[config.mk]
export PLATFORM = sky130hd
export DESIGN_NAME = dbg_cmd_decode
export DESIGN_NICKNAME = d
export VERILOG_FILES = /design/src/dbg_pkg.sv /design/src/dbg_delay.sv /design/src/dbg_buf2.sv /design/src/dbg_cmd_decode.sv
export SDC_FILE = /design/constraint.sdc
export NUM_CORES = 1
export LEC_CHECK = 0
export BUFFER_PORTS_ARGS = -buffer_cell sky130_fd_sc_hd__buf_4
export CELL_PAD_IN_SITES_DETAIL_PLACEMENT = 0
export CELL_PAD_IN_SITES_GLOBAL_PLACEMENT = 1
export CORE_AREA = 2 2 102 104
export CTS_CLUSTER_SIZE = 40
export DETAILED_ROUTE_END_ITERATION = 10
export DIE_AREA = 0 0 104 106
export PLACE_DENSITY = 0.93
export SLEW_MARGIN = 25
export SYNTH_ARGS = -nofsm -noshare
export SYNTH_HDL_FRONTEND = slang
export SYNTH_SLANG_ARGS = --single-unit
[constraint.sdc]
create_clock -name CORE_CLK -period 4.94 [get_ports CORE_CLK]
set_clock_uncertainty 0.15 [all_clocks]
set_input_delay 0.494 -clock CORE_CLK [delete_from_list [all_inputs] [get_ports CORE_CLK]]
set_output_delay 0.494 -clock CORE_CLK [all_outputs]
set_load 0.01 [all_outputs]
[src/dbg_pkg.sv]
// Constants for the background debug status and command-decode block.
// Assumes a single 100 MHz core clock and synchronous active-high reset.
package dbg_pkg;
	localparam logic [15:0] CMD_REG_ADDR = 16'hff00;
	localparam logic [15:0] STAT_REG_ADDR = 16'hff01;
	localparam logic [15:0] DBG_MAP_LO = 16'hff00;
	localparam logic [7:0] CMD_RESET = 8'h00;
	localparam logic [7:0] ENTER_BACKGROUND_REQUEST_CODE = 8'h90;
	// Command register fields
	localparam int CMD_HW_BIT = 7;
	localparam int CMD_DATA_BIT = 6;
	localparam int CMD_READ_BIT = 5;
	localparam int CMD_ENTER_BACKGROUND_REQUEST_BIT = 4;
	localparam int CMD_WORD_BIT = 3;
	localparam int CMD_MAP_BIT = 2;
	localparam int STR_HI = 4;
	localparam int STR_LO = 3;
	localparam int TGT_HI = 2;
	localparam int TGT_LO = 0;
	// Status register fields
	localparam int ST_PERMIT = 7;
	localparam int ST_ACTIVE = 6;
	localparam int ST_TAG = 5;
	localparam int ST_SDV = 4;
	localparam int ST_STEP = 3;
	localparam int ST_CLKSEL = 2;
	// Timing
	localparam int ACTIVE_WR_DELAY = 4;
	localparam int TAG_DELAY = 16;
	localparam int IDLE_TIMEOUT = 512;
	localparam logic [15:0] NEXT_INCR = 16'h0002;
	typedef enum logic [1:0] {
		STR_NONE = 2'b00,
		STR_RESUME = 2'b01,
		STR_STEP = 2'b10,
		STR_TAG = 2'b11
	} step_tag_resume_t;
	typedef enum logic [2:0] {
		TGT_UNUSED0 = 3'b000,
		TGT_UNUSED1 = 3'b001,
		TGT_NEXT = 3'b010,
		TGT_PC = 3'b011,
		TGT_D = 3'b100,
		TGT_X = 3'b101,
		TGT_Y = 3'b110,
		TGT_SP = 3'b111
	} target_t;
endpackage

[src/dbg_delay.sv]
// Countdown that emits a pulse a fixed number of cycles after a start.
// Assumes start pulses; a new start restarts the count.
`timescale 1ns/1ps
`default_nettype none
module dbg_delay #(
	parameter int CYCLES = 4
) (
	// Clock and reset
	input wire logic clk,
	input wire logic rst,
	// Control
	input wire logic start,
	output logic done
);
	localparam int W = $clog2(CYCLES + 1);
	logic [W-1:0] cnt_ff;
	logic [W-1:0] nxt_cnt;
	initial begin
		if (CYCLES < 1) $error("dbg_delay: CYCLES must be at least 1");
	end
	assign nxt_cnt = start ? W'(CYCLES) :
		(cnt_ff != '0) ? cnt_ff - W'(1) : cnt_ff;
	assign done = (cnt_ff == W'(1));
	always_ff @(posedge clk) begin
		if (rst) cnt_ff <= '0;
		else cnt_ff <= nxt_cnt;
	end
endmodule
`default_nettype wire

[src/dbg_buf2.sv]
// Two-entry buffer with valid/ready on both sides.
// Assumes one clock; the drain side may stall at any time.
`timescale 1ns/1ps
`default_nettype none
module dbg_buf2 #(
	parameter int WIDTH = 16
) (
	// Clock and reset
	input wire logic clk,
	input wire logic rst,
	// Fill side
	input wire logic in_valid,
	output logic in_ready,
	input wire logic [WIDTH-1:0] in_data,
	// Drain side
	output logic out_valid,
	input wire logic out_ready,
	output logic [WIDTH-1:0] out_data
);
	logic [WIDTH-1:0] mem_ff [2];
	logic wp_ff;
	logic rp_ff;
	logic [1:0] cnt_ff;
	wire push = in_valid && in_ready;
	wire pop = out_valid && out_ready;
	initial begin
		if (WIDTH < 1) $error("dbg_buf2: WIDTH must be positive");
	end
	assign in_ready = (cnt_ff != 2'h2);
	assign out_valid = (cnt_ff != 2'h0);
	assign out_data = mem_ff[rp_ff];
	always_ff @(posedge clk) begin
		if (push) mem_ff[wp_ff] <= in_data;
	end
	always_ff @(posedge clk) begin
		if (rst) begin
			wp_ff <= 1'b0;
			rp_ff <= 1'b0;
			cnt_ff <= 2'h0;
		end else begin
			if (push) wp_ff <= ~wp_ff;
			if (pop) rp_ff <= ~rp_ff;
			cnt_ff <= cnt_ff + {1'b0, push} - {1'b0, pop};
		end
	end
endmodule
`default_nettype wire

[src/dbg_cmd_decode.sv]
// Status register, command register and command decode of the
// single-pin background debug interface.
// Assumes the serial shifter, bit timing and breakpoint logic sit outside
// and are reached through the shift-done, edge and strobe ports.
`timescale 1ns/1ps
`default_nettype none
// Notes on behaviour
// [RULE_01] Permit 0 blocks active debug entry; hardware commands still run.
// [RULE_02] Entry sets active flag and maps debug ROM; clearing it unmaps.
// [RULE_03] Writes to the active flag take effect four cycles later.
// [RULE_04] Tag-arm set by tag-and-resume, cleared on active debug entry.
// [RULE_05] Sixteen cycles after tag-arm write: serial off, tagging on.
// [RULE_06] While tagging, no serial debug commands are processed.
// [RULE_07] Shifter-valid reads 1 after a completed shift, 0 meanwhile.
// [RULE_08] Single-step flag asserts whenever single-step command executes.
// [RULE_09] Clock select 0 picks debug clock, 1 picks bus clock.
// [RULE_10] Host times data and next 150 cycles at the old clock rate.
// [RULE_11] New link clock governs from start of the next command.
// [RULE_12] Bus clock slower than debug clock forces bus clock use.
// [RULE_13] Command register loads from serial; bus access in peripheral mode.
// [RULE_14] 512 debug clock cycles between host falling edges clear it.
// [RULE_15] Command bit 7: 0 firmware, 1 hardware command.
// [RULE_16] Bit 6 set means data follows; bit 5 set read, clear write.
// [RULE_17] Hardware bit 4 requests background entry; code is 90 hex.
// [RULE_18] Hardware bit 3 picks word when 1, byte when 0.
// [RULE_19] Hardware bit 2 picks debug map or user map for FF00-FFFF.
// [RULE_20] Firmware field: none, resume, single step, tag-and-resume.
// [RULE_21] Target field: next, PC, D, X, Y, SP; 000 and 001 unused.
// [RULE_22] Read/write next: increment X by two, then access the word.
// [RULE_23] Active flag writable only by firmware, clock select only hardware.
// [RULE_24] Step field at bits 4:3, target field at bits 2:0.
module dbg_cmd_decode #(
	parameter int IDLE_CYCLES = dbg_pkg::IDLE_TIMEOUT,
	parameter int DATA_W = 16
) (
	// Clock and reset
	input wire logic CORE_CLK,
	input wire logic RST,
	// Mode and clock conditions
	input wire logic SPECIAL_PERIPH,
	input wire logic SPECIAL_SINGLE,
	input wire logic BUS_CLK_SLOW,
	// Debug pin activity and serial shifter
	input wire logic DEBUG_PIN_FALL,
	input wire logic DEBUG_CLK_TICK,
	input wire logic CMD_SHIFT_DONE,
	input wire logic [7:0] CMD_SHIFT_DATA,
	input wire logic SHIFT_START,
	input wire logic SHIFT_DONE,
	input wire logic [DATA_W-1:0] SHIFT_DATA,
	// Shift data out to firmware, two-entry buffered
	output logic SHIFT_OUT_VALID,
	input wire logic SHIFT_OUT_READY,
	output logic [DATA_W-1:0] SHIFT_OUT_DATA,
	output logic SHIFT_IN_READY,
	// Parallel register port
	input wire logic [15:0] REG_ADDR,
	input wire logic REG_WR,
	input wire logic REG_RD,
	input wire logic [7:0] REG_WDATA,
	output logic [7:0] REG_RDATA,
	input wire logic FW_STORE,
	// Entry request from breakpoint or CPU
	input wire logic ENTER_DEBUG,
	input wire logic [15:0] INDEX_X,
	// Decoded outputs
	output logic DEBUG_ACTIVE,
	output logic DEBUG_MAP,
	output logic TAG_ENABLE,
	output logic SERIAL_ENABLE,
	output logic LINK_CLK_BUS,
	output logic CMD_VALID,
	output logic CMD_HW,
	output logic CMD_DATA,
	output logic CMD_READ,
	output logic CMD_WORD,
	output logic ENTER_BACKGROUND_REQUEST,
	output logic DEBUG_MAP_SELECT,
	output logic FW_RESUME,
	output logic FW_SINGLE_STEP,
	output logic FW_TAG_RESUME,
	output logic [2:0] TARGET_REGISTER,
	output logic TARGET_NEXT,
	output logic [15:0] NEXT_ADDR
);
	localparam int IW = $clog2(IDLE_CYCLES + 1);
	initial begin
		if (IDLE_CYCLES < 1) $error("IDLE_CYCLES must be at least 1");
		if (DATA_W < 8) $error("DATA_W must be at least 8");
	end

	// ==============================================
	// Registers
	logic [7:0] cmd_ff;
	logic debug_permit_ff;
	logic debug_active_flag_ff;
	logic tag_arm_flag_ff;
	logic shifter_valid_flag_ff;
	logic step_flag_ff;
	logic link_clock_select_ff;
	logic sel_pending_ff;
	logic pend_active_ff;
	logic tag_on_ff;
	logic cmd_valid_ff;
	logic [IW-1:0] idle_ff;
	logic init_ff;

	// ==============================================
	// Address decode and write qualification
	wire cmd_hit = (REG_ADDR == dbg_pkg::CMD_REG_ADDR);
	wire stat_hit = (REG_ADDR == dbg_pkg::STAT_REG_ADDR);
	wire regs_visible = debug_active_flag_ff || SPECIAL_PERIPH;
	wire stat_wr = REG_WR && stat_hit && regs_visible;
	wire cmd_bus_wr = REG_WR && cmd_hit && SPECIAL_PERIPH; // RULE_13
	wire fw_type = ~cmd_ff[dbg_pkg::CMD_HW_BIT];
	wire active_wr = stat_wr && fw_type; // RULE_23
	wire clksel_wr = stat_wr && ~fw_type; // RULE_23
	wire active_store = FW_STORE && debug_active_flag_ff; // RULE_02

	// ==============================================
	// Command capture and decode
	wire serial_ok = ~tag_on_ff; // RULE_06
	wire cmd_load = CMD_SHIFT_DONE && serial_ok; // RULE_13
	wire idle_expire = DEBUG_CLK_TICK &&
		(idle_ff == IW'(IDLE_CYCLES - 1)); // RULE_14
	wire is_hw = cmd_ff[dbg_pkg::CMD_HW_BIT]; // RULE_15
	wire [1:0] str_field = cmd_ff[dbg_pkg::STR_HI:dbg_pkg::STR_LO]; // RULE_24
	wire [2:0] tgt_field = cmd_ff[dbg_pkg::TGT_HI:dbg_pkg::TGT_LO]; // RULE_24
	wire fw_exec = cmd_valid_ff && ~is_hw && debug_active_flag_ff; // RULE_01
	wire hw_enter_background_request = cmd_valid_ff && (cmd_ff == dbg_pkg::ENTER_BACKGROUND_REQUEST_CODE); // RULE_17
	wire do_step = fw_exec &&
		(str_field == dbg_pkg::STR_STEP); // RULE_20
	wire do_tag = fw_exec && (str_field == dbg_pkg::STR_TAG); // RULE_20
	wire do_resume = fw_exec &&
		(str_field == dbg_pkg::STR_RESUME); // RULE_20
	wire entry = (ENTER_DEBUG || hw_enter_background_request) && debug_permit_ff &&
		~debug_active_flag_ff; // RULE_01

	// ==============================================
	// Delays for active-flag writes and tag arming
	logic active_go;
	logic tag_go;
	wire tag_written = do_tag || (stat_wr && REG_WDATA[dbg_pkg::ST_TAG]);
	dbg_delay #(.CYCLES(dbg_pkg::ACTIVE_WR_DELAY)) u_act_dly (
		.clk(CORE_CLK),
		.rst(RST),
		.start(active_wr || active_store),
		.done(active_go)
	); // RULE_03
	dbg_delay #(.CYCLES(dbg_pkg::TAG_DELAY)) u_tag_dly (
		.clk(CORE_CLK),
		.rst(RST),
		.start(tag_written),
		.done(tag_go)
	); // RULE_05

	// ==============================================
	// Shift data path
	wire buf_in_ready;
	dbg_buf2 #(.WIDTH(DATA_W)) u_buf (
		.clk(CORE_CLK),
		.rst(RST),
		.in_valid(SHIFT_DONE && serial_ok),
		.in_ready(buf_in_ready),
		.in_data(SHIFT_DATA),
		.out_valid(SHIFT_OUT_VALID),
		.out_ready(SHIFT_OUT_READY),
		.out_data(SHIFT_OUT_DATA)
	);
	assign SHIFT_IN_READY = buf_in_ready && serial_ok;

	// ==============================================
	// Next-state logic
	wire [7:0] nxt_cmd = cmd_load ? CMD_SHIFT_DATA :
		cmd_bus_wr ? REG_WDATA :
		idle_expire ? dbg_pkg::CMD_RESET : cmd_ff; // RULE_14
	wire [IW-1:0] nxt_idle = DEBUG_PIN_FALL ? '0 :
		idle_expire ? '0 :
		DEBUG_CLK_TICK ? idle_ff + IW'(1) : idle_ff;
	wire nxt_active = entry ? 1'b1 :
		active_go ? pend_active_ff : debug_active_flag_ff; // RULE_02
	wire nxt_pend = active_store ? 1'b0 :
		active_wr ? REG_WDATA[dbg_pkg::ST_ACTIVE] : pend_active_ff;
	wire nxt_tag_arm = entry ? 1'b0 :
		do_tag ? 1'b1 :
		stat_wr ? REG_WDATA[dbg_pkg::ST_TAG] : tag_arm_flag_ff; // RULE_04
	wire nxt_tag_on = entry ? 1'b0 :
		tag_go ? tag_arm_flag_ff : tag_on_ff; // RULE_05
	// Shift completion wins over a clearing start
	wire nxt_sdv = (SHIFT_DONE && serial_ok) ? 1'b1 :
		(SHIFT_START || (stat_wr && ~REG_WDATA[dbg_pkg::ST_SDV])) ?
		1'b0 : shifter_valid_flag_ff; // RULE_07
	wire nxt_step = do_step ? 1'b1 :
		stat_wr ? REG_WDATA[dbg_pkg::ST_STEP] : step_flag_ff; // RULE_08
	wire nxt_sel_pend = clksel_wr ? REG_WDATA[dbg_pkg::ST_CLKSEL] :
		sel_pending_ff;
	// New selection applied at the start of the next command
	wire nxt_clksel = (SHIFT_START && ~cmd_valid_ff) || cmd_load ?
		sel_pending_ff : link_clock_select_ff; // RULE_11
	wire nxt_permit = stat_wr ? REG_WDATA[dbg_pkg::ST_PERMIT] :
		debug_permit_ff;

	// ==============================================
	// Clocked state
	always_ff @(posedge CORE_CLK) begin
		if (RST) begin
			cmd_ff <= dbg_pkg::CMD_RESET;
			idle_ff <= '0;
			cmd_valid_ff <= 1'b0;
		end else begin
			cmd_ff <= nxt_cmd;
			idle_ff <= nxt_idle;
			cmd_valid_ff <= cmd_load || cmd_bus_wr;
		end
	end

	always_ff @(posedge CORE_CLK) begin
		if (RST) begin
			debug_active_flag_ff <= 1'b0;
			pend_active_ff <= 1'b0;
			tag_arm_flag_ff <= 1'b0;
			tag_on_ff <= 1'b0;
		end else begin
			debug_active_flag_ff <= nxt_active;
			pend_active_ff <= nxt_pend;
			tag_arm_flag_ff <= nxt_tag_arm;
			tag_on_ff <= nxt_tag_on;
		end
	end

	always_ff @(posedge CORE_CLK) begin
		if (RST) begin
			shifter_valid_flag_ff <= 1'b0;
			step_flag_ff <= 1'b0;
			sel_pending_ff <= 1'b0;
			link_clock_select_ff <= 1'b0;
		end else begin
			shifter_valid_flag_ff <= nxt_sdv;
			step_flag_ff <= nxt_step;
			sel_pending_ff <= nxt_sel_pend;
			link_clock_select_ff <= nxt_clksel;
		end
	end

	// Special single chip shows active only in the first cycle after release; the active flag itself stays clear
	always_ff @(posedge CORE_CLK) begin
		if (RST) begin
			debug_permit_ff <= 1'b0;
			init_ff <= 1'b1;
		end else begin
			init_ff <= 1'b0;
			debug_permit_ff <= nxt_permit;
		end
	end
	wire boot_active = init_ff && SPECIAL_SINGLE && ~RST;

	// ==============================================
	// Read data
	wire [7:0] status_word = {debug_permit_ff, debug_active_flag_ff,
		tag_arm_flag_ff, shifter_valid_flag_ff, step_flag_ff,
		link_clock_select_ff, 2'b00};
	logic [7:0] rdata_ff;
	wire [7:0] nxt_rdata = ~REG_RD ? rdata_ff :
		(cmd_hit && regs_visible) ? cmd_ff :
		(stat_hit) ? status_word : 8'h00;
	always_ff @(posedge CORE_CLK) begin
		if (RST) rdata_ff <= 8'h00;
		else rdata_ff <= nxt_rdata;
	end
	assign REG_RDATA = rdata_ff;

	// ==============================================
	// Outputs
	assign DEBUG_ACTIVE = debug_active_flag_ff || boot_active; // RULE_02
	assign DEBUG_MAP = DEBUG_ACTIVE; // RULE_02
	assign TAG_ENABLE = tag_on_ff; // RULE_05
	assign SERIAL_ENABLE = serial_ok; // RULE_06
	assign LINK_CLK_BUS = link_clock_select_ff || BUS_CLK_SLOW; // RULE_09 RULE_12
	assign CMD_VALID = cmd_valid_ff;
	assign CMD_HW = is_hw; // RULE_15
	assign CMD_DATA = cmd_ff[dbg_pkg::CMD_DATA_BIT]; // RULE_16
	assign CMD_READ = cmd_ff[dbg_pkg::CMD_READ_BIT]; // RULE_16
	assign CMD_WORD = is_hw && cmd_ff[dbg_pkg::CMD_WORD_BIT]; // RULE_18
	assign ENTER_BACKGROUND_REQUEST = is_hw &&
		cmd_ff[dbg_pkg::CMD_ENTER_BACKGROUND_REQUEST_BIT]; // RULE_17
	assign DEBUG_MAP_SELECT = is_hw &&
		cmd_ff[dbg_pkg::CMD_MAP_BIT]; // RULE_19
	assign FW_RESUME = do_resume; // RULE_20
	assign FW_SINGLE_STEP = do_step; // RULE_08
	assign FW_TAG_RESUME = do_tag; // RULE_04
	assign TARGET_REGISTER = ~is_hw ? tgt_field : 3'h0; // RULE_21
	assign TARGET_NEXT = ~is_hw &&
		(tgt_field == dbg_pkg::TGT_NEXT); // RULE_21
	assign NEXT_ADDR = INDEX_X + dbg_pkg::NEXT_INCR; // RULE_22
endmodule
`default_nettype wire

### Yosys cells after proc, flatten, opt, wreduce, memory -nomap -nowiden

Memories as Yosys holds them, arrays and structs flattened. A register that Yosys moved wholly into a read port is not among the register bits.
Index checks and enable logic that the tools add are counted.

* bitwise gates (word level): 8
* reductions and logical operators: 55
* add/sub/neg operators: 6
* mux-type cells: 23
* equality and inequality tests: 11

Operators with widths (number)
* $mux 8: 5
* $eq 16x16->1 const B: 2
* $logic_and 1x1->1: 31
* $add 16x2->16 const B: 1
* $reduce_bool 2->1: 7
* $mux 1: 13
* $add 10x1->10 const B: 1
* $eq 10x9->1 const B: 1
* $mux 5: 2
* $logic_or 1x1->1: 9
* $mux 3: 3
* $eq 8x8->1 const B: 1
* $not 1->1: 8
* $reduce_or 2->1: 4
* $reduce_bool 3->1: 2
* $eq 5x1->1 const B: 1
* $reduce_bool 5->1: 1
* $sub 5x1->5 const B: 1
* $eq 2x2->1 const B: 2
* $eq 3x1->1 const B: 1
* $eq 3x2->1 const B: 1
* $reduce_or 3->1: 1
* $sub 3x1->3 const B: 1
* $add 2x1->2: 1
* 3 further kinds: 3

* input port bits: 79
* word-level logic and storage cells: 125
* memories kept: 1
* register bits: 49
* output and inout port bits: 61
* bits in writable memories: 32

Memories
* u_buf.mem_ff: depth 2, width 16, read ports 1, clocked after memory_dff 1, write ports 1, RTL line dbg_buf2.sv:20 `logic [WIDTH-1:0] mem_ff [2];`

### Logic depth before layout (Yosys ltp)

Gate-level depths: netlist (run 1).

* depth in word-level cells: 7
* mapped depth: 8
* mapped depth without buffers: 8

### By module

A second synthesis (run 1) with hierarchy kept.

* cell total of the unflattened synthesis: 388
* area, all modules: 4046.4 um^2

By module, submodules not included
* dbg_cmd_decode: cells an instance 271, instances 1, area an instance 2184.6 um^2
* dbg_buf2: cells an instance 74, instances 1, area an instance 1438.9 um^2
* dbg_delay (u_tag_dly): cells an instance 25, instances 1, area an instance 242.7 um^2
* dbg_delay (u_act_dly): cells an instance 18, instances 1, area an instance 180.2 um^2

### Worst setup path before layout (run 1)

No wires, ideal clock.

* path type: in2reg
* start point: input SHIFT_DONE
* end point: memory u_buf.mem_ff[0][0] (enable)
* stages: 2
* arrival time: 2.155 ns
* setup time: 0.430 ns
* data required time: 4.360 ns
* setup slack: 2.204 ns
* cell sequence: inv_1 > nor4_1

* cells in the longest elaborated chain, start to end: 4

RTL lines
* from (decl): RTL line dbg_cmd_decode.sv:49 `input wire logic SHIFT_DONE,`
* $logic_and 1x1->1: RTL line dbg_cmd_decode.sv:163 `.in_valid(SHIFT_DONE && serial_ok),`
* $logic_and 1x1->1: RTL line dbg_buf2.sv:24 `wire push = in_valid && in_ready;`
* $mux 1: RTL line dbg_buf2.sv:33 `if (push) mem_ff[wp_ff] <= in_data;`
* $mux 1 (implied by the code): RTL line dbg_buf2.sv:33
* to (decl): RTL line dbg_buf2.sv:20

No other way between the ends.

==> impl_metrics.json, run 1 <==
{
  "vias": 3400,
  "overflow": 0,
  "power_density_nw_per_um2": 357,
  "port_buffers": 137,
  "io-pin-count": 140,
  "cp_max_fo": 16,
  "cp_data_required_time_ns": 4.30,
  "ant_nets": 0,
  "post_dp_cell_area_sq_um": 5040,
  "synthToLayoutAreaGrowth_pct": 33.4,
  "finalMaxSlewViolations": 0,
  "layout.nets": 602,
  "min_path_type": "primary input to flop",
  "fin_crit_ns": 2.37,
  "rsz0062_at_grt": "no",
  "period_share_pct": 47.9,
  "rows": 37,
  "dpl.cell_count": 639,
  "crit_path_end_kind": "output port",
  "yosysMostFrequentCell": "dfxtp_1",
  "firstDrtPassIters": 4,
  "max_freq_mhz": 423,
  "clock_path_buffers": 2,
  "r2r-end": "idle_ff[9]",
  "path_class": "flop to output port",
  "synth_seq_area_share_pct": 50.1,
  "seqCellArea_sq_um": 1960,
  "slew_headroom_pct": 49.9,
  "holdCritStartpoint": "DEBUG_PIN_FALL",
  "design_area_sq_um": 5230,
  "synth_edf_count": 32,
  "clk_pin_slew_ns": 0.07,
  "worstRegToRegCells": 5,
  "synth_seq_cells": 82,
  "grt_usage_pct": 18.0,
  "ctsHoldBuffers": 0,
  "async_flop_share_pct": 0,
  "netlist_top_cells_area": "dfxtp_1, edfxtp_1, mux2_2",
  "cts_buffers": 9,
  "fillers": 928,
  "cts_num_sinks": 82,
  "die-area_sq_um": 11000,
  "clk_latency_ns": 0.35,
  "synth_top_cell_area_share_pct": 25.6,
  "post-cts-setup-buffer-count": 0,
  "route.detailed.drc": 0,
  "grt_pass1_wl_mm": 16.0,
  "grt_pass1_vias": 3380,
  "start_kind": "flop",
  "place_hpwl_mm": 7.74,
  "drt_iter0_drc": 144,
  "yosysWarnings": 0,
  "endpoint": "SHIFT_OUT_DATA[7]",
  "die_h_um": 106,
  "multi_input_comb_area_sq_um": 1820,
  "p_leak_nw": 2.07,
  "gp_congestion": 0.848,
  "root_buffer": "clkbuf_8",
  "vias_per_cell": 5.19,
  "arrival_ns": 1.72,
  "p_total_mw": 1.87,
  "die_w_um": 104,
  "yosysUniqueCellTypes": 50,
  "ir_drop_mv": 0.143,
  "avgSynthCellArea_sq_um": 10.2,
  "synth.cell_area_sq_um": 3920,
  "syn_nets": 471,
  "synthTopCellsByCount": "dfxtp_1, nor2_1, edfxtp_1",
  "grt_start_max_net_pins": 29,
  "h-tree-depth": 3,
  "layout-drive-gt1-share_pct": 34.7,
  "max_cap_viol_count": 0,
  "cts_tree": "yes",
  "hold_viol": 0,
  "status": "complete, no violations",
  "core-area_sq_um": 10000,
  "final_cells": 655,
  "initial_core_util_pct": 39.2,
  "synthCells": 383,
  "wl_per_cell_um": 15.2,
  "r2r-start": "idle_ff[0]",
  "setup_viol": 0,
  "ys.flop_type": "dfxtp_1",
  "regToRegSetupSlack_ns": 2.69,
  "antenna_found_initial": 0,
  "drt_wl_total_mm": 9.94,
  "fin_tns_setup_ns": 0,
  "cts_resized": 0,
  "synth_top_area_cell": "dfxtp_1",
  "insertedDiodeCount": 0,
  "tightest_slew_ns": 0.751
}
==> cells by family (layout without fill, tap and decap cells) <==
kind of cell | count (synthesis) | after routing | synth area share, %
AND/OR/NAND/NOR | 145 | 145 | 20.7
AO/OA/AOI/OAI | 68 | 68 | 10.8
buffers and inverters | 31 | 167 | 3.55
multiplexers | 20 | 20 | 5.65
flip-flops | 82 | 82 | 50.1
adder cells (fa/ha/maj) | 9 | 9 | 2.88
XOR/XNOR | 28 | 28 | 6.26
==> flip-flops by register name, indices dropped and copies added (netlist names), named ones only <==
register and cells:
u_buf.mem_ff 32, idle_ff 10, REG_RDATA 8, cmd_ff 8, u_tag_dly.cnt_ff 5, u_act_dly.cnt_ff 3, u_buf.cnt_ff 2, CMD_VALID 1
TAG_ENABLE 1, debug_active_flag_ff 1, debug_permit_ff 1, init_ff 1, link_clock_select_ff 1, pend_active_ff 1, sel_pending_ff 1, shifter_valid_flag_ff 1
step_flag_ff 1, tag_arm_flag_ff 1, u_buf.rp_ff 1, u_buf.wp_ff 1
==> routing by layer <==
| layer | part of all wire [%] | global-route usage [%] | up-vias |
|---|---|---|---|
| met5 | 0 | 0 | - |
| met4 | 1.3 | 6.08 | 0 |
| met2 | 48 | 31.8 | 129 |
| met1 | 44 | 21.8 | 1607 |
| met3 | 6.1 | 3.74 | 11 |
| li1 | - | - | 1653 |
==> placed cells by master, fill, tap and decap left out, types with 3 or more instances in the layout <==
master      n
buf_4     138
dfxtp_1    50
nor2_1     36
edfxtp_1   32
nand2_1    21
a21oi_1    21
xnor2_1    19
mux2_2     17
nand3_1    14
inv_1      13
nand4_1    12
a31oi_1    11
nor3_1     10
nor2b_1     9
xor2_1      9
o21ai_0     9
ha_1        9
clkbuf_8    9
and2_1      8
o211ai_1    8
a311oi_1    6
nand2b_1    5
o21ai_1     4
and3_1      3
nor4_1      3
mux2i_1     3
==> per-stage QoR <==
step	hold slack [ns]	setup WS [ns]	utilization (%)
final	0.179	2.57	52.3
after global routing	0.165	2.50	52.3
after detailed placement	0.317	2.48	50.4
after floorplan	0.291	2.20	-
after global placement	0.304	2.53	50.4
after CTS	0.171	2.57	52.3
==> how the worst min path moves through the flow <==
stage | to | slack (ns) | cells past startpoint
2_1_floorplan | pend_active_ff | 0.29 | 2
3_3_place_gp | pend_active_ff | 0.30 | 2
3_5_place_dp | pend_active_ff | 0.32 | 2
4_1_cts | u_buf.mem_ff[1][12] | 0.17 | 1
5_1_grt | idle_ff[8] | 0.17 | 2
6_report | idle_ff[8] | 0.18 | 2
==> where the power goes <==
group | internal [mW] | switching (mW)
Clock | 0.232 | 0.231
Sequential | 0.798 | 0.0674
Combinational | 0.290 | 0.248
==> layout make-up <==
cell class	instances	share of cell area, %
Multi-Input combinational cell	270	34.9
Inverter	13	0.934
Timing Repair Buffer	138	19.8
Clock inverter	5	1.05
Tap cell	136	3.26
Sequential cell	82	37.5
Clock buffer	11	2.51
==> critical path, stage by stage, from the launching register on <==
cell	delay [ns]
dfxtp_1	0.81
mux2_2	0.43
buf_4	0.15
Power figures use the tool's default switching activity.
==> run 2, diff against run 1 <==
Settings changed: ABC_AREA set to 1, CORE_AREA 2 2 102 104 to 2 2 117 119, DIE_AREA 0 0 104 106 to 0 0 119 121, PLACE_DENSITY 0.93 to 0.84.
Clock period 4.94 ns to 2.1 ns, I/O delays scaled along.
==> run 2 against run 1 <==
Global-route usage shrank 3.1 points. Sequential cell count did not move. Clock power increased to 3.5 times the previous value. Combinational power grew 140%. Die area is 31% higher. Wire length is 6.8% higher. Via count is 12% higher. Hold slack worse by 0.16 ns. Sequential power is 130% higher. Utilization fell by 6.5 points. Register-to-register slack lost 2.5 ns. Synthesized cell count increased by 32%. Critical path type is now primary input to output port.
==> impl_metrics.json, run 2 <==
{
  "grt_pass1_vias": 3708,
  "ant_nets": 0,
  "clockPowerShare_pct": 33.1,
  "clk_latency_ns": 0.33,
  "combPwrFrac_pct": 26.8,
  "syn_nets": 593,
  "power_density_nw_per_um2": 813,
  "h-tree-depth": 3,
  "p_int_mw": 3.44,
  "p_switching_mw": 1.43,
  "clk_pin_slew_ns": 0.06,
  "hold_path_depth": 3,
  "r2r-start": "u_buf.cnt_ff[1]",
  "grt_usage_pct": 14.8,
  "path_class": "primary input to output port",
  "grt_start_max_net_pins": 18,
  "p_leak_nw": 2.84,
  "synth_seq_cells": 82,
  "overflow": 0,
  "drt_iter0_drc": 156,
  "root_buffer": "clkbuf_16",
  "max_cap_viol_count": 0,
  "synth.cell_area_sq_um": 4260,
  "die_h_um": 121,
  "status": "complete, no violations",
  "initial_core_util_pct": 32.6,
  "synth_top_cell_area_share_pct": 23.5,
  "insertedDiodeCount": 0,
  "yosysWarnings": 0,
  "antenna_found_initial": 0,
  "route.detailed.drc": 0,
  "final.setup.worst_slack_ns": 0.135,
  "drt_wl_total_mm": 10.6,
  "yosysMostFrequentCell": "nand2_1",
  "grt_pass1_wl_mm": 17.2,
  "vias": 3802,
  "max_freq_mhz": 509,
  "arrival_ns": 1.61,
  "r2r-end": "u_buf.cnt_ff[1]",
  "io-pin-count": 140,
  "synth_fa_ha_area_share_pct": 2.64,
  "worstRegToRegCells": 9,
  "crit_path_end_kind": "output port",
  "tightest_slew_ns": 0.353,
  "cts_buffers": 9,
  "holdCritStartpoint": "FW_STORE",
  "netlist_top_cells_area": "dfxtp_1, edfxtp_1, nand2_1",
  "vias_per_cell": 4.49,
  "setup_viol": 0,
  "synth_compound_area_share_pct": 5.46,
  "min_path_type": "primary input to flop",
  "switching_share_pct": 29.3,
  "fin_crit_ns": 1.97,
  "ir_drop_mv": 0.471,
  "worst-path-buf-inv": 4,
  "largest_register": "u_buf.mem_ff",
  "top_regs": "u_buf.mem_ff (32), idle_ff (10)",
  "period_share_pct": 93.6,
  "synthToLayoutAreaGrowth_pct": 40.4,
  "yosys.area_share.simple_pct": 29.2,
  "clock_path_buffers": 2,
  "cp_max_fo": 16,
  "synthCells": 505,
  "post-place-ws_ns": 0.214,
  "cpLargestDelayFamily": "buffers and inverters",
  "mostFrequentLayoutCells": "buf_4, nand2_1, nor2_1",
  "crit_top_cell": "buf_4",
  "seq_power_share_pct": 40.1,
  "finalMaxSlewViolations": 0,
  "final_common_cell": "buf_4",
  "firstDrtPassIters": 4,
  "slew_headroom_pct": 76.5,
  "synth_seq_area_share_pct": 46.0,
  "place_hpwl_mm": 8.26,
  "cp_data_required_time_ns": 1.74,
  "core-area_sq_um": 13100,
  "muxShareOfSynthArea_pct": 4.46,
  "layout-drive-gt1-share_pct": 32.4,
  "largest_reg_flops": 32,
  "start_kind": "primary input",
  "die_w_um": 119,
  "avgSynthCellArea_sq_um": 8.44,
  "cts_tree": "yes",
  "synthTopCellsByCount": "nand2_1, nor2_1, inv_1",
  "fin_util_pct": 45.8,
  "async_flop_share_pct": 0,
  "hold_end": "u_act_dly.cnt_ff[2]",
  "synth_top_area_cell": "dfxtp_1",
  "wl_per_cell_um": 12.5,
  "gp_congestion": 0.791,
  "regToRegSetupSlack_ns": 0.19,
  "rsz0062_at_grt": "no",
  "fillers": 1304,
  "crit_slowest_cell": "dlygate4sd3_1",
  "synth_edf_count": 32,
  "rows": 42,
  "layout.nets": 753,
  "die-area_sq_um": 14400,
  "ys.flop_type": "dfxtp_1",
  "synth_xor_area_share_pct": 4.11,
  "fin_tns_setup_ns": 0,
  "hold_viol": 0,
  "port_buffers": 137,
  "critPathMaxStageDelay_ns": 0.53,
  "synth_top_family_by_area": "simple AND/OR/NAND/NOR gates",
  "cts_num_sinks": 82,
  "cp_cell_sequence": "dlygate4sd3_1 > buf_4 > clkinvlp_4 > nand3_1 > nand2_1 > buf_4",
  "yosysUniqueCellTypes": 39
}
[run 2: cell types whose count changed in the layout (fill, tap and decap cells not counted), sizes merged, moves of 8 or more]
cell	before	now
nor2	36	87
dlygate4sd3	0	20
a31oi	11	2
nand4	12	23
o211ai	8	0
and2	8	0
nand3	14	26
inv	13	77
nand2	21	96
xnor2	19	6
nor2b	9	0
[run 2: cell families (layout without fill, tap and decap cells)]
family | count (synthesis) | in the layout
AOI/OAI and AO/OA | 44 | 44
xor gates and xnor gates | 20 | 20
adders and majority gates | 9 | 9
buffers and inverters | 86 | 251
DFF | 82 | 82
muxes | 17 | 17
and+or+nand+nor | 247 | 247
[run 2: area by class of cell]
class                   instances  area, sq um  area share [%]
well taps                     176          220            3.68
multi-input cells             337         1960            32.7
repair buffers                161         1260            21.0
clock buffers                   9          225            3.76
inverters                      74          282            4.70
clock inverters                 7         82.6            1.38
flip-flops and latches         82         1960            32.8
[run 2: power by group through the flow]
stage          logic [mW]  clock network, mW  registers, mW
2_1_floorplan       0.783                  0           1.96
3_3_place_gp         1.24                  0           1.97
3_5_place_dp         1.28                  0           1.99
4_1_cts              1.32               1.63           1.95
5_1_grt              1.46               1.69           1.97
6_report             1.30               1.61           1.95
[run 2: worst max path at each step]
stage | from | to | cells past startpoint
2_1_floorplan | TAG_ENABLE | u_buf.mem_ff[1][0] | 3
3_3_place_gp | u_buf.cnt_ff[1] | u_buf.cnt_ff[1] | 9
3_5_place_dp | u_buf.cnt_ff[1] | u_buf.cnt_ff[1] | 9
4_1_cts | RST | DEBUG_MAP | 6
5_1_grt | u_buf.cnt_ff[1] | u_buf.cnt_ff[1] | 9
6_report | RST | DEBUG_MAP | 6
[run 2: worst min-delay path, cell delays in order]
cell,delay [ns]
buf_4,0.11
nand2_1,0.05
a31oi_1,0.07
[run 2: through the flow]
step           power (mW)  hold WS [ns]  cells  instance area, sq um
4_1_cts              4.91        0.0103    846                  5980
6_report             4.87        0.0163    846                  5990
3_3_place_gp         3.21         0.246    810                  5480
5_1_grt              5.12        0.0230    846                  5990
3_5_place_dp         3.27         0.250    810                  5480
2_1_floorplan        2.75        0.0877    505                  4260
[run 2: per-layer routing]
layer	vias up	wire length, um	GRT usage, %
li1	1957	-	-
met1	1728	4640	18.1
met2	107	5340	26.7
met3	10	505	2.30
met4	0	135	4.61
met5	-	0	0
[run 2: timing repair]
action	in CTS	in global routing
setup buffers	0	0
resized for setup	0	2
hold buffers	20	0
endpoints found under the hold margin	37	0
setup endpoints to repair	0	4
==> run 3, diff against run 2 <==
Settings changed: RECOVER_POWER set to 25.
==> run 3 against run 2 <==
Clock power is essentially flat. Utilization shrank 0.52 points. Final cell count is the same. Via count is essentially flat. Wire length hardly changed. Largest cell class unchanged. Largest power group unchanged. Total power down 0.43%. Sequential share of layout area increased by 0.37 points. Worst setup slack got worse by 0.0017 ns. Critical path type unchanged.
==> impl_metrics.json, run 3 (synthesis results as in run 2) <==
{
  "top_layer": "met4",
  "fin_crit_ns": 1.97,
  "finalMaxSlewViolations": 0,
  "route.detailed.drc": 0,
  "final_common_cell": "buf_4",
  "endpoint": "DEBUG_MAP",
  "max_freq_mhz": 508,
  "max_cap_viol_count": 0,
  "die-area_sq_um": 14400,
  "top_regs": "u_buf.mem_ff (32), idle_ff (10)",
  "ant_nets": 0,
  "cts_num_sinks": 82,
  "r2r-end": "u_buf.cnt_ff[1]",
  "vias": 3801,
  "critPathMaxStageDelay_ns": 0.53,
  "post-place-ws_ns": 0.214,
  "dr_wl_met2_mm": 5.39,
  "gp_congestion": 0.791,
  "overflow": 0,
  "cp.depth": 6,
  "grt_pass1_vias": 3708,
  "h-tree-depth": 3,
  "initial_core_util_pct": 32.6,
  "final_cells": 846,
  "grt_start_max_net_pins": 18,
  "grt_usage_pct": 14.8,
  "place_hpwl_mm": 8.26,
  "cts_tree": "yes",
  "crit_start": "RST",
  "worstRegToRegCells": 9,
  "cpLargestDelayFamily": "buffers and inverters",
  "grt_pass1_wl_mm": 17.2,
  "period_share_pct": 93.7,
  "tightest_slew_ns": 0.869,
  "start_kind": "primary input",
  "clk_pin_slew_ns": 0.06,
  "synthToLayoutAreaGrowth_pct": 38.8,
  "vias_per_cell": 4.49,
  "final.setup.worst_slack_ns": 0.133,
  "largest_reg_flops": 32,
  "core-area_sq_um": 13100,
  "firstDrtPassIters": 4,
  "crit_slowest_cell": "dlygate4sd3_1",
  "root_buffer": "clkbuf_16",
  "post_dp_cell_area_sq_um": 5480,
  "drt_wl_total_mm": 10.6,
  "fin_tns_setup_ns": 0,
  "layout-drive-gt1-share_pct": 30.3,
  "wl_per_cell_um": 12.6,
  "r2r-start": "u_buf.cnt_ff[1]",
  "mostFrequentLayoutCells": "buf_4, nand2_1, nor2_1",
  "drt_iter0_drc": 155,
  "wl_met1_mm": 4.69,
  "worst-path-buf-inv": 4,
  "rows": 42,
  "crit_top_cell": "buf_4",
  "path_class": "primary input to output port",
  "port_buffers": 137,
  "power_density_nw_per_um2": 818,
  "largest_register": "u_buf.mem_ff",
  "setup_viol": 0,
  "antenna_found_initial": 0,
  "post-cts-setup-buffer-count": 0,
  "cp_max_fo": 16,
  "rsz0062_at_grt": "no",
  "cts_buffers": 9,
  "clock_path_buffers": 2,
  "regToRegSetupSlack_ns": 0.19,
  "cp_cell_sequence": "dlygate4sd3_1 > buf_4 > clkinvlp_4 > nand3_1 > nand2_1 > buf_4",
  "die_w_um": 119,
  "hold_viol": 0,
  "ir_drop_mv": 0.464,
  "status": "complete, no violations",
  "p_leak_nw": 2.76,
  "crit_path_end_kind": "output port",
  "min_path_type": "primary input to flop",
  "design_area_sq_um": 5920,
  "io-pin-count": 140,
  "insertedDiodeCount": 0,
  "arrival_ns": 1.61,
  "fin_util_pct": 45.2,
  "die_h_um": 121,
  "slew_headroom_pct": 42.0,
  "clk_latency_ns": 0.33,
  "layout.nets": 753,
  "cp_data_required_time_ns": 1.74,
  "dpl.cell_count": 810,
  "wl_met3_um": 445
}
## run 3: changes by cell type in the layout (fill, tap and decap cells not counted)
cell,previous run,this run
nand3_2,1,0
clkbuf_1,0,13
clkbuf_4,0,10
nor2_2,3,4
nor2_8,2,1
nand3_1,23,24
buf_4,141,118
## run 3: repair_timing
item                                   4_1_cts  5_1_grt
setup endpoints to repair                    0        4
gates resized for setup                      0        2
endpoints found under the hold margin       37        0
hold buffers                                20        0
## run 3: through the flow
stage	hold slack (ns)	total power, mW
after floorplan	0.0877	2.75
after global placement	0.246	3.21
after detailed placement	0.250	3.27
after CTS	0.0103	4.91
after global routing	0.0230	5.11
final	0.0194	4.85
## run 3: layout make-up
cell class	count	area (sq um)
Clock buffer	9	225
Clock inverter	7	82.6
Fill cell	1320	7160
Inverter	74	282
Multi-Input combinational cell	337	1940
Sequential cell	82	1960
Tap cell	176	220
Timing Repair Buffer	161	1210
## run 3: report_power, final
group	internal, mW	leakage, nW	switching, mW
Combinational	0.629	1.91	0.661
Clock	0.942	0.145	0.662
Sequential	1.86	0.709	0.0938
Total	3.43	2.76	1.42
## run 3: worst min-delay path: cells and delay by family
kind	cells	cell delay (ns)
simple gates	1	0.05
compound gates	1	0.07
buf+inv	1	0.11
## run 3: worst min-delay path by stage
stage | startpoint | to | depth (start not counted)
detailed placement | SHIFT_DATA[9] | u_buf.mem_ff[1][9] | 1
CTS | DEBUG_CLK_TICK | idle_ff[1] | 3
global placement | SHIFT_DATA[15] | u_buf.mem_ff[0][15] | 1
finish | FW_STORE | u_act_dly.cnt_ff[2] | 3
floorplan | RST | init_ff | 0
global route | REG_RD | REG_RDATA[0] | 2
## run 3: layer usage
layer  GRT usage (%)  vias up
li1                -     1957
met1            18.1     1739
met2            26.7       99
met3            2.30        6
met4            4.61        0
met5               0        -
